`src/rtl/dmtc_pkg.sv`:
```
// Constants shared by the drive monitor, timer and counter block.
// Assumes a 200 MHz core clock and 16-bit parameter registers.
package dmtc_pkg;
    // Clock and time bases
    localparam int CLK_HZ = 200_000_000;
    localparam int TIMER_TICK_MS = 100;
    localparam int TIMER_TICK_CYCLES = TIMER_TICK_MS * (CLK_HZ / 1000);
    localparam int FILTER_TICK_US = 1000;
    localparam int FILTER_TICK_CYCLES = FILTER_TICK_US * (CLK_HZ / 1000000);
    // Pulse generator modulus: clock cycles per second times 100 per hertz
    localparam logic [35:0] PULSE_MOD = 36'(64'd100 * 64'(CLK_HZ));

    // Register bus widths
    localparam int ADDR_W = 5;
    localparam int DATA_W = 16;
    localparam int REG_COUNT = 18;

    // Register indexes
    localparam logic [4:0] REG_MON_SEL = 5'h00;
    localparam logic [4:0] REG_MON_GAIN = 5'h01;
    localparam logic [4:0] REG_SKIP_BW = 5'h02;
    localparam logic [4:0] REG_SKIP_PT0 = 5'h03;
    localparam logic [4:0] REG_REACH_ONE = 5'h06;
    localparam logic [4:0] REG_REACH_TWO = 5'h07;
    localparam logic [4:0] REG_REACH_HYST = 5'h08;
    localparam logic [4:0] REG_TIMER_ONE = 5'h09;
    localparam logic [4:0] REG_TIMER_TWO = 5'h0A;
    localparam logic [4:0] REG_CNT_SET = 5'h0B;
    localparam logic [4:0] REG_CNT_MID = 5'h0C;
    localparam logic [4:0] REG_AN_SEL = 5'h0D;
    localparam logic [4:0] REG_AN_FILT = 5'h0E;
    localparam logic [4:0] REG_AN_HIGH = 5'h0F;
    localparam logic [4:0] REG_AN_LOW = 5'h10;
    localparam logic [4:0] REG_BIAS = 5'h11;
    localparam logic [4:0] REG_STAT_COUNT = 5'h12;
    localparam logic [4:0] REG_STAT_FLAGS = 5'h13;

    // Bias register fields
    localparam int BIAS_LOW_DIR = 0;
    localparam int BIAS_HIGH_DIR = 1;
    localparam int BIAS_NEG_REV = 2;

    // Reset values, indexed by register
    localparam logic [15:0] REG_RESET [0:REG_COUNT-1] = '{
        16'h0000, 16'h03E8, 16'h0000, 16'h0000, 16'h0000, 16'h0000,
        16'h0000, 16'h0000, 16'h0032, 16'h0001, 16'h0000, 16'h0000,
        16'h0000, 16'h0000, 16'h0014, 16'h1388, 16'h0000, 16'h0000};

    // Scales
    localparam int GAIN_FULL = 1000;
    localparam int DC_BUS_FULL_V = 1000;
    localparam int CODE_FULL = 1023;
    localparam int STACK_FREQ = 5000;
    localparam int MA4_CODE = 205;
    localparam int MA4_SPAN = 818;
    localparam int TIMER_TWO_SCALE = 10;
    localparam int MAX_FILTER = 50;
    localparam int MAX_ANALOG_SEL = 10;
    localparam logic [15:0] COUNT_MAX = 16'hFFFF;
endpackage : dmtc_pkg

```
`src/rtl/dmtc_top.sv`:
```
// Drive monitor output, skip bands, reach detectors, timers, event
// counter and analog frequency command. Single clock, register port
// from local logic; timer, counter and clear contacts are raw pins.
`timescale 1ns/1ps

// What this block does
// - Selections 4..7 emit 1, 2, 3, 6 pulses per hertz, 50% duty.
// - Selections 0..3 scale frequency, current, DC bus 1000 V, AC voltage.
// - Analog monitor scaled by gain 0.0..100.0 percent, default 100.0.
// - Skip bandwidth zero disables all three skip points.
// - Each enabled skip point excludes a band twice the bandwidth.
// - Reach outputs assert when frequency exceeds each reach setting.
// - Reach detection has hysteresis 0..10.00 Hz, default 0.50 Hz.
// - Multi-pump: first reach is high speed; low speed while second is not reached.
// - Timer one spans 0.1..10.0 s, timer two 1..100 s.
// - Closed start input accumulates time, output asserts when reached.
// - Opening the start input clears time and deasserts output.
// - Trigger events counted; output asserts at set value 0..65500.
// - After clearing, counting resumes from zero.
// - Intermediate threshold 0..65500, default 0, asserts while the count is at or above it.
// - Analog select codes 0..10, including aux, averages, max, min.
// - Stacked input: half sum of normalized inputs times 50 Hz.
// - Analog filter constant 0..50, default 20; larger is slower.
// - Analog range mapped linearly between low and high frequency.
// - Each range end has a direction bit: 0 forward, 1 reverse.
// - Negative bias reverses only when reverse enable is 1.
// - Counter stops at 65535 until cleared.
// - Set output on equality; intermediate output on greater or equal.
module dmtc_top #(
    parameter int TICK_CYCLES = dmtc_pkg::TIMER_TICK_CYCLES,
    parameter int FILTER_CYCLES = dmtc_pkg::FILTER_TICK_CYCLES,
    parameter int MAX_FREQ = 40000
) (
    input wire logic clk,
    input wire logic rst,
    input wire logic clkEn,
    input wire logic [dmtc_pkg::ADDR_W-1:0] regAddr,
    input wire logic [dmtc_pkg::DATA_W-1:0] regWrData,
    input wire logic regWrite,
    input wire logic regRead,
    output logic [dmtc_pkg::DATA_W-1:0] regRdData,
    input wire logic [15:0] runFreq,
    input wire logic [9:0] outCurrentNorm,
    input wire logic [9:0] dcBusVolt,
    input wire logic [9:0] acVoltNorm,
    input wire logic [9:0] voltageAnalogInput,
    input wire logic [9:0] currentAnalogInput,
    input wire logic [9:0] secondVoltageInput,
    input wire logic [9:0] auxAnalogInputA,
    input wire logic [9:0] auxAnalogInputB,
    input wire logic multiPump,
    input wire logic timerOneStartPin,
    input wire logic timerTwoStartPin,
    input wire logic counterTriggerPin,
    input wire logic counterClearPin,
    output logic monitorOutputPin,
    output logic [9:0] monitorLevel,
    output logic reachOne,
    output logic reachTwo,
    output logic pumpHighSpeed,
    output logic pumpLowSpeed,
    output logic timerOneDone,
    output logic timerTwoDone,
    output logic countReach,
    output logic countMidReach,
    output logic [15:0] freqCommand,
    output logic reverseCommand
);
    import dmtc_pkg::*;

    // Counter widths below cap the tick spans and the full-scale value
    if (TICK_CYCLES < 1 || FILTER_CYCLES < 1 || MAX_FREQ < 1
            || TICK_CYCLES > 33554432 || FILTER_CYCLES > 262144
            || MAX_FREQ > 65535)
        $error("dmtc_top: tick counts or MAX_FREQ out of range");

    logic [15:0] cfg [0:REG_COUNT-1];
    logic [1:0] startS1, startS2;
    logic trigS1, trigS2, trigPrev, clrS1, clrS2;
    logic [15:0] count;
    logic [24:0] tickCnt;
    logic tick;
    logic [10:0] elapsed [0:1];
    logic [10:0] target [0:1];
    logic [1:0] timerDone;
    logic [35:0] pulseAcc;
    logic [19:0] pulseStep;
    logic [9:0] monRaw;
    logic [9:0] anNorm;
    logic [17:0] filtCnt;
    logic [5:0] filtDiv;
    logic [13:0] filt;
    logic [15:0] rawMag;
    logic rawRev;
    logic [15:0] skipMag;
    logic trigRise;

    // Register writes; status indexes are read-only
    always_ff @(posedge clk or posedge rst) begin
        if (rst) begin
            for (int i = 0; i < REG_COUNT; i++) begin
                cfg[i] <= REG_RESET[i];
            end
        end else if (clkEn && regWrite && regAddr < 5'(REG_COUNT)) begin
            cfg[regAddr] <= regWrData;
        end
    end

    // Read data one cycle after the strobe, zero for unmapped indexes
    always_ff @(posedge clk or posedge rst) begin
        if (rst) begin
            regRdData <= 16'h0000;
        end else if (clkEn) begin
            if (!regRead) begin
                regRdData <= 16'h0000;
            end else if (regAddr < 5'(REG_COUNT)) begin
                regRdData <= cfg[regAddr];
            end else if (regAddr == REG_STAT_COUNT) begin
                regRdData <= count;
            end else if (regAddr == REG_STAT_FLAGS) begin
                regRdData <= {8'h00, reverseCommand, pumpLowSpeed,
                    countMidReach, countReach, timerDone, reachTwo,
                    reachOne};
            end else begin
                regRdData <= 16'h0000;
            end
        end
    end

    // Pin synchronisers; only the second stage feeds logic
    always_ff @(posedge clk or posedge rst) begin
        if (rst) begin
            startS1 <= 2'h0;
            startS2 <= 2'h0;
            trigS1 <= 1'b0;
            trigS2 <= 1'b0;
            trigPrev <= 1'b0;
            clrS1 <= 1'b0;
            clrS2 <= 1'b0;
        end else if (clkEn) begin
            startS1 <= {timerTwoStartPin, timerOneStartPin};
            startS2 <= startS1;
            trigS1 <= counterTriggerPin;
            trigS2 <= trigS1;
            trigPrev <= trigS2;
            clrS1 <= counterClearPin;
            clrS2 <= clrS1;
        end
    end

    // Event counter; an edge in the clear cycle counts as the first event
    assign trigRise = trigS2 && !trigPrev;
    always_ff @(posedge clk or posedge rst) begin
        if (rst) begin
            count <= 16'h0000;
        end else if (clkEn) begin
            if (clrS2) begin
                count <= trigRise ? 16'h0001 : 16'h0000;
            end else if (trigRise && count != COUNT_MAX) begin
                count <= count + 16'h0001;
            end
        end
    end

    // Reach flags follow the count; equality versus threshold
    always_ff @(posedge clk or posedge rst) begin
        if (rst) begin
            countReach <= 1'b0;
            countMidReach <= 1'b0;
        end else if (clkEn) begin
            countReach <= count == cfg[REG_CNT_SET];
            countMidReach <= count >= cfg[REG_CNT_MID];
        end
    end

    // Shared 0.1 s tick; long count kept as a parameter for simulation
    always_ff @(posedge clk or posedge rst) begin
        if (rst) begin
            tickCnt <= 25'h0000000;
            tick <= 1'b0;
        end else if (clkEn) begin
            tick <= tickCnt == 25'(TICK_CYCLES - 1);
            if (tickCnt == 25'(TICK_CYCLES - 1)) begin
                tickCnt <= 25'h0000000;
            end else begin
                tickCnt <= tickCnt + 25'h0000001;
            end
        end
    end

    // Timer targets in tenths: one in 0.1 s, two in whole seconds
    assign target[0] = cfg[REG_TIMER_ONE][10:0];
    assign target[1] = 11'(cfg[REG_TIMER_TWO][6:0] * TIMER_TWO_SCALE);

    // Gated timers; elapsed is not aligned to the contact edge, so
    // the first tenth may be short by up to one tick
    always_ff @(posedge clk or posedge rst) begin
        if (rst) begin
            for (int i = 0; i < 2; i++) begin
                elapsed[i] <= 11'h000;
            end
            timerDone <= 2'h0;
        end else if (clkEn) begin
            for (int i = 0; i < 2; i++) begin
                if (!startS2[i]) begin
                    elapsed[i] <= 11'h000;
                    timerDone[i] <= 1'b0;
                end else if (elapsed[i] >= target[i]) begin
                    timerDone[i] <= 1'b1;
                end else if (tick) begin
                    elapsed[i] <= elapsed[i] + 11'h001;
                end
            end
        end
    end
    assign timerOneDone = timerDone[0];
    assign timerTwoDone = timerDone[1];

    // Frequency reach with hysteresis below each threshold
    always_ff @(posedge clk or posedge rst) begin
        if (rst) begin
            reachOne <= 1'b0;
            reachTwo <= 1'b0;
            pumpHighSpeed <= 1'b0;
            pumpLowSpeed <= 1'b0;
        end else if (clkEn) begin
            if (runFreq > cfg[REG_REACH_ONE]) begin
                reachOne <= 1'b1;
            end else if (17'(runFreq) + 17'(cfg[REG_REACH_HYST])
                    < 17'(cfg[REG_REACH_ONE])) begin
                reachOne <= 1'b0;
            end
            if (runFreq > cfg[REG_REACH_TWO]) begin
                reachTwo <= 1'b1;
            end else if (17'(runFreq) + 17'(cfg[REG_REACH_HYST])
                    < 17'(cfg[REG_REACH_TWO])) begin
                reachTwo <= 1'b0;
            end
            // Pump staging reads reach one as high, reach two clear as low
            pumpHighSpeed <= multiPump && reachOne;
            pumpLowSpeed <= multiPump && !reachTwo;
        end
    end

    // Pulses per hertz, doubled because each wrap is a half period
    always_comb begin
        case (cfg[REG_MON_SEL][2:0])
            3'h4: pulseStep = 20'(runFreq) * 20'h00002;
            3'h5: pulseStep = 20'(runFreq) * 20'h00004;
            3'h6: pulseStep = 20'(runFreq) * 20'h00006;
            3'h7: pulseStep = 20'(runFreq) * 20'h0000C;
            default: pulseStep = 20'h00000;
        endcase
    end

    // Phase accumulator; step follows runFreq every cycle, no latency
    always_ff @(posedge clk or posedge rst) begin
        if (rst) begin
            pulseAcc <= 36'h000000000;
            monitorOutputPin <= 1'b0;
        end else if (clkEn) begin
            if (pulseStep == 20'h00000) begin
                pulseAcc <= 36'h000000000;
                monitorOutputPin <= 1'b0;
            end else if (pulseAcc + 36'(pulseStep) >= PULSE_MOD) begin
                pulseAcc <= pulseAcc + 36'(pulseStep) - PULSE_MOD;
                monitorOutputPin <= !monitorOutputPin;
            end else begin
                pulseAcc <= pulseAcc + 36'(pulseStep);
            end
        end
    end

    // Analog monitor source scaled to full code
    always_comb begin
        case (cfg[REG_MON_SEL][2:0])
            3'h0: monRaw = 10'(32'(runFreq) * CODE_FULL / MAX_FREQ);
            3'h1: monRaw = outCurrentNorm;
            3'h2: monRaw = 10'(32'(dcBusVolt) * CODE_FULL / DC_BUS_FULL_V);
            3'h3: monRaw = acVoltNorm;
            default: monRaw = 10'h000;
        endcase
    end

    // Gain in tenths of a percent
    always_ff @(posedge clk or posedge rst) begin
        if (rst) begin
            monitorLevel <= 10'h000;
        end else if (clkEn) begin
            monitorLevel <= 10'(32'(monRaw) * 32'(cfg[REG_MON_GAIN][9:0])
                / GAIN_FULL);
        end
    end

    // Analog input selection, normalised to 0..1023
    always_comb begin
        logic [11:0] sum;
        sum = 12'h000;
        case (cfg[REG_AN_SEL][3:0])
            4'h0: anNorm = voltageAnalogInput;
            4'h1: anNorm = voltageAnalogInput[9] ? 10'h3FF
                : {voltageAnalogInput[8:0], 1'b0};
            4'h2: anNorm = currentAnalogInput;
            4'h3: anNorm = (currentAnalogInput <= 10'(MA4_CODE)) ? 10'h000
                : 10'((32'(currentAnalogInput) - MA4_CODE) * CODE_FULL
                / MA4_SPAN);
            4'h4: begin
                sum = 12'(voltageAnalogInput) + 12'(currentAnalogInput);
                anNorm = sum[10:1];
            end
            4'h5: anNorm = auxAnalogInputA;
            4'h6: begin
                sum = 12'(voltageAnalogInput) + 12'(auxAnalogInputA);
                anNorm = sum[10:1];
            end
            4'h7: begin
                sum = 12'(secondVoltageInput) * 12'h003
                    + 12'(auxAnalogInputA);
                anNorm = sum[11:2];
            end
            4'h8: begin
                sum = 12'(auxAnalogInputA) + 12'(auxAnalogInputB);
                anNorm = sum[10:1];
            end
            4'h9: anNorm = (auxAnalogInputA > auxAnalogInputB)
                ? auxAnalogInputA : auxAnalogInputB;
            4'hA: anNorm = (auxAnalogInputA < auxAnalogInputB)
                ? auxAnalogInputA : auxAnalogInputB;
            default: anNorm = voltageAnalogInput;
        endcase
    end

    // First-order filter updated every (constant + 1) filter ticks
    always_ff @(posedge clk or posedge rst) begin
        if (rst) begin
            filtCnt <= 18'h00000;
            filtDiv <= 6'h00;
            filt <= 14'h0000;
        end else if (clkEn) begin
            if (filtCnt == 18'(FILTER_CYCLES - 1)) begin
                filtCnt <= 18'h00000;
                if (filtDiv >= cfg[REG_AN_FILT][5:0]
                        || filtDiv >= 6'(MAX_FILTER)) begin
                    filtDiv <= 6'h00;
                    // 17 bits so three times a full step cannot overflow
                    filt <= 14'($signed({3'b000, anNorm, 4'h0})
                        - ((($signed({3'b000, anNorm, 4'h0})
                        - $signed({3'b000, filt}))
                        * 17'sd3) >>> 2));
                end else begin
                    filtDiv <= filtDiv + 6'h01;
                end
            end else begin
                filtCnt <= filtCnt + 18'h00001;
            end
        end
    end

    // Linear map between signed range ends
    always_comb begin
        int sLow;
        int sHigh;
        int f;
        sLow = int'(cfg[REG_AN_LOW]);
        sHigh = int'(cfg[REG_AN_HIGH]);
        if (cfg[REG_BIAS][BIAS_LOW_DIR]) sLow = -sLow;
        if (cfg[REG_BIAS][BIAS_HIGH_DIR]) sHigh = -sHigh;
        f = sLow + (sHigh - sLow) * int'(filt[13:4]) / CODE_FULL;
        if (cfg[REG_AN_SEL][3:0] == 4'h4) begin
            f = int'(filt[13:4]) * STACK_FREQ / CODE_FULL;
        end
        rawRev = 1'b0;
        rawMag = 16'(f);
        if (f < 0) begin
            rawRev = cfg[REG_BIAS][BIAS_NEG_REV];
            rawMag = rawRev ? 16'(-f) : 16'h0000;
        end
    end

    // Skip bands snap to the lower band edge
    always_comb begin
        logic [16:0] pt;
        logic [16:0] bw;
        pt = 17'h00000;
        bw = 17'(cfg[REG_SKIP_BW]);
        skipMag = rawMag;
        for (int i = 0; i < 3; i++) begin
            pt = 17'(cfg[REG_SKIP_PT0 + 5'(i)]);
            if (bw != 17'h00000 && 17'(skipMag) + bw > pt
                    && 17'(skipMag) < pt + bw) begin
                skipMag = (pt > bw) ? 16'(pt - bw) : 16'h0000;
            end
        end
    end

    // Frequency command register
    always_ff @(posedge clk or posedge rst) begin
        if (rst) begin
            freqCommand <= 16'h0000;
            reverseCommand <= 1'b0;
        end else if (clkEn) begin
            freqCommand <= skipMag;
            reverseCommand <= rawRev && skipMag != 16'h0000;
        end
    end
endmodule : dmtc_top

```
`config.mk`:
```
export PLATFORM = sky130hd
export DESIGN_NAME = dmtc_top
export DESIGN_NICKNAME = d
export VERILOG_FILES = /design/src/rtl/dmtc_pkg.sv /design/src/rtl/dmtc_top.sv
export SDC_FILE = /design/constraint.sdc
export NUM_CORES = 2
export LEC_CHECK = 0
export BUFFER_PORTS_ARGS = -buffer_cell sky130_fd_sc_hd__buf_2
export CAP_MARGIN = 20
export CORE_ASPECT_RATIO = 2
export CORE_UTILIZATION = 55
export DETAILED_ROUTE_END_ITERATION = 10
export GPL_TIMING_DRIVEN = 1
export HOLD_SLACK_MARGIN = 0.05
export PLACE_DENSITY = 0.71
export SYNTH_ARGS = -nofsm -noshare
export SYNTH_HDL_FRONTEND = slang
export SYNTH_SLANG_ARGS = --single-unit
```
`constraint.sdc`:
```
create_clock -name clk -period 63.1 [get_ports clk]
set_clock_uncertainty 0.05 [all_clocks]
set_input_delay 9.465 -clock clk [delete_from_list [all_inputs] [get_ports clk]]
set_output_delay 9.465 -clock clk [all_outputs]
set_load 0.02 [all_outputs]
```
==> impl_metrics.env <==
export IMPL_worst_pin_slew_ns=1.211
export IMPL_critPathCaptureType="flop"
export IMPL_wl_per_cell_um=23.80
export IMPL_max_slew_margin_rel_pct=18.67
export IMPL_htree_levels=2
export IMPL_routed_wl_um=298000
export IMPL_grt_max_degree=157
export IMPL_track_usage_pct=37.00
export IMPL_grt_pass1_wl_um=453400
export IMPL_tritoncts="yes"
export IMPL_ys_seq_area_share_pct=14.04
export IMPL_final_antenna_net_count=0
export IMPL_antenna_found_initial=28
export IMPL_critPathArrivalTime_ns=50.07
export IMPL_clk_pin_slew_ns=0.08
export IMPL_layout_nets=11930
export IMPL_gr_total_overflow=0
export IMPL_finalSetupTns_ns=0
export IMPL_first_global_vias=81260
export IMPL_crit_buf_inv=8
export IMPL_slew_violations=0
export IMPL_synth_area_mm2=0.08678
export IMPL_dr_max_layer_used="met5"
export IMPL_cts_buffers=49
export IMPL_n_fill_cell=14280
export IMPL_cts_buffer_depth=3
export IMPL_areaGrowthSynthToFinish_pct=5.137
export IMPL_status="complete, no violations"
export IMPL_wl_met3_um=20220
export IMPL_synth_cells=10440
export IMPL_num_rows=205
export IMPL_hold_violations=0
export IMPL_postPlaceCellArea_mm2=0.08938
export IMPL_hold_class="flop to flop"
export IMPL_crit_type="flop to flop"
export IMPL_yosysUniqueCellTypes=180
export IMPL_synth_flop_cell="dfrtp_1"
export IMPL_synth_edf_count=0
export IMPL_r2r_start="cfg[42]"
export IMPL_min_period_ns=49.60
export IMPL_core_mm2=0.1562
export IMPL_dp_hpwl_um=243800
export IMPL_cts_setup_buffers=0
export IMPL_cts_root_buffer="clkbuf_16"
export IMPL_worstSkewPairLatency_ns=0.71
export IMPL_wl_met2_um=151100
export IMPL_vias=79580
export IMPL_cpPeakStageDelay_ns=0.85
export IMPL_wl_met1_um=99190
export IMPL_syn_nets=11970
export IMPL_gp_congestion=1.021
export IMPL_cp_startpoint="cfg[42]"
export IMPL_path_common_cell="a21oi_1"
export IMPL_worst_path_max_delay_cell="nor4_2"
export IMPL_ys_ff_latch=486
export IMPL_dp_slack_ns=13.16
export IMPL_dr_pass1_iters=8
export IMPL_cts_sink_count=486
export IMPL_rsz0062_at_grt="no"
export IMPL_die_h_um=563.7
export IMPL_fin_area_mm2=0.09123
export IMPL_required_ns=63.57
export IMPL_worst_slack_ns=13.50
export IMPL_drive_gt1_share_pct=10.80
export IMPL_maxCapViolations=0
export IMPL_async_flop_share_pct=100.0
export IMPL_cp_max_fo=43
export IMPL_hold_path_startpoint="filt[11]"
export IMPL_io_pins=179
export IMPL_dieWidth_um=282.9
export IMPL_yosysWarnings=0
export IMPL_start_kind="flop"
export IMPL_fin_crit_sh_pct=78.61
export IMPL_setup_viol=0
export IMPL_cts_hold_buffers=0
export IMPL_via_per_inst=6.355
export IMPL_fmax_mhz=20.16
export IMPL_timing_critical_path_max_delay_family="compound AO/OA/AOI/OAI gates"
export IMPL_route_detailed_drc=0
export IMPL_drtIter0Drc=5198
export IMPL_avgSynthCellArea_um2=8.314
export IMPL_dieArea_mm2=0.1595
export IMPL_portBuffers=178
export IMPL_start_util_pct=55.55
export IMPL_ctsResizeCount=0
## cell usage in the layout, fill, tap and decap left out, types with 113 or more instances in the layout
cell,count
and2_1,229
nand4_1,131
nand2_1,882
a21oi_1,626
nor2_1,770
nand3_1,229
nand2b_1,116
a21o_1,173
xor2_1,258
fa_1,502
inv_1,1086
mux2_2,274
o21bai_1,138
o21ai_0,507
buf_2,176
nor2b_1,113
nor3_1,183
xnor2_1,613
ha_1,903
dfrtp_1,469
## state kept, by name, indices dropped and copies added (netlist names), 16 cells and up
signal       count
regRdData       16
pulseAcc        35
cfg            288
elapsed         22
freqCommand     16
count           16
tickCnt         25
filtCnt         18
## per-layer routing
layer | vias to the layer above | track usage [%]
met1 | 38900 | 36.52
li1 | 36550 | -
met4 | 38 | 29.17
met2 | 2882 | 66.98
met3 | 1212 | 7.067
met5 | - | 0
## cell usage after synthesis, drive strengths merged (189+ instances only)
| master | instances | area share, % |
|---|---|---|
| dfrtp | 469 | 14 |
| o21ai | 551 | 3.2 |
| a21o | 189 | 1.7 |
| mux2 | 277 | 3.6 |
| and2 | 245 | 1.8 |
| a21oi | 637 | 3.7 |
| xnor2 | 619 | 6.3 |
| clkbuf | 293 | 1.4 |
| nor2 | 783 | 3.5 |
| xor2 | 259 | 2.6 |
| nor3 | 201 | 1.3 |
| ha | 903 | 13 |
| inv | 1089 | 4.7 |
| fa | 502 | 12 |
| nand2 | 888 | 3.9 |
| nand3 | 234 | 1.4 |
## path summary, 6_finish.rpt
path                                  endpoint  slack [ns]  cells past startpoint
worst max register to register  reverseCommand       13.50                    191
worst max-delay path            reverseCommand       13.50                    191
worst min register to register        filt[11]        0.44                      2
min in group asynchronous          pulseAcc[4]        8.91                      2
worst min-delay path                  filt[11]        0.44                      2
max in group asynchronous           filtCnt[5]       50.78                      5
## stage by stage
| step | cells | util [%] | hold WS, ns |
|---|---|---|---|
| finish | 12520 | 58.41 | 0.4351 |
| global route | 12520 | 58.40 | 0.4632 |
| CTS | 12510 | 58.35 | 0.4404 |
| detailed placement | 12420 | 57.22 | 0.4216 |
| global placement | 12420 | 57.22 | 0.4156 |
| floorplan | 10440 | - | 0.3992 |
## worst min-delay path: stages (launching register included)
cell     delay, ns
dfrtp_1       0.34
nand2_1       0.05
o21ai_0       0.06
## layout make-up
type	instances	area [um^2]	area share (%)
diodes	11	27.53	0.03017
clock buffers	60	1318	1.444
clock inverters	32	455.4	0.4992
inverters	1091	4103	4.497
multi-input cells	8487	68820	75.43
flip-flops and latches	486	12180	13.35
well taps	2070	2590	2.839
repair buffers	285	1739	1.906
## logic make-up after synthesis
logic type	Yosys count	synth area share, %
compound gates	2452	18.93
xor+xnor	883	9.056
fa+ha+maj	1444	25.05
buf+inv	1464	6.739
flops	486	14.04
mux	481	7.457
simple gates	3227	18.73
Power is left out: the tool's default activity adds up to more than one toggle a clock period on the data nets, which glitch-free logic cannot reach.
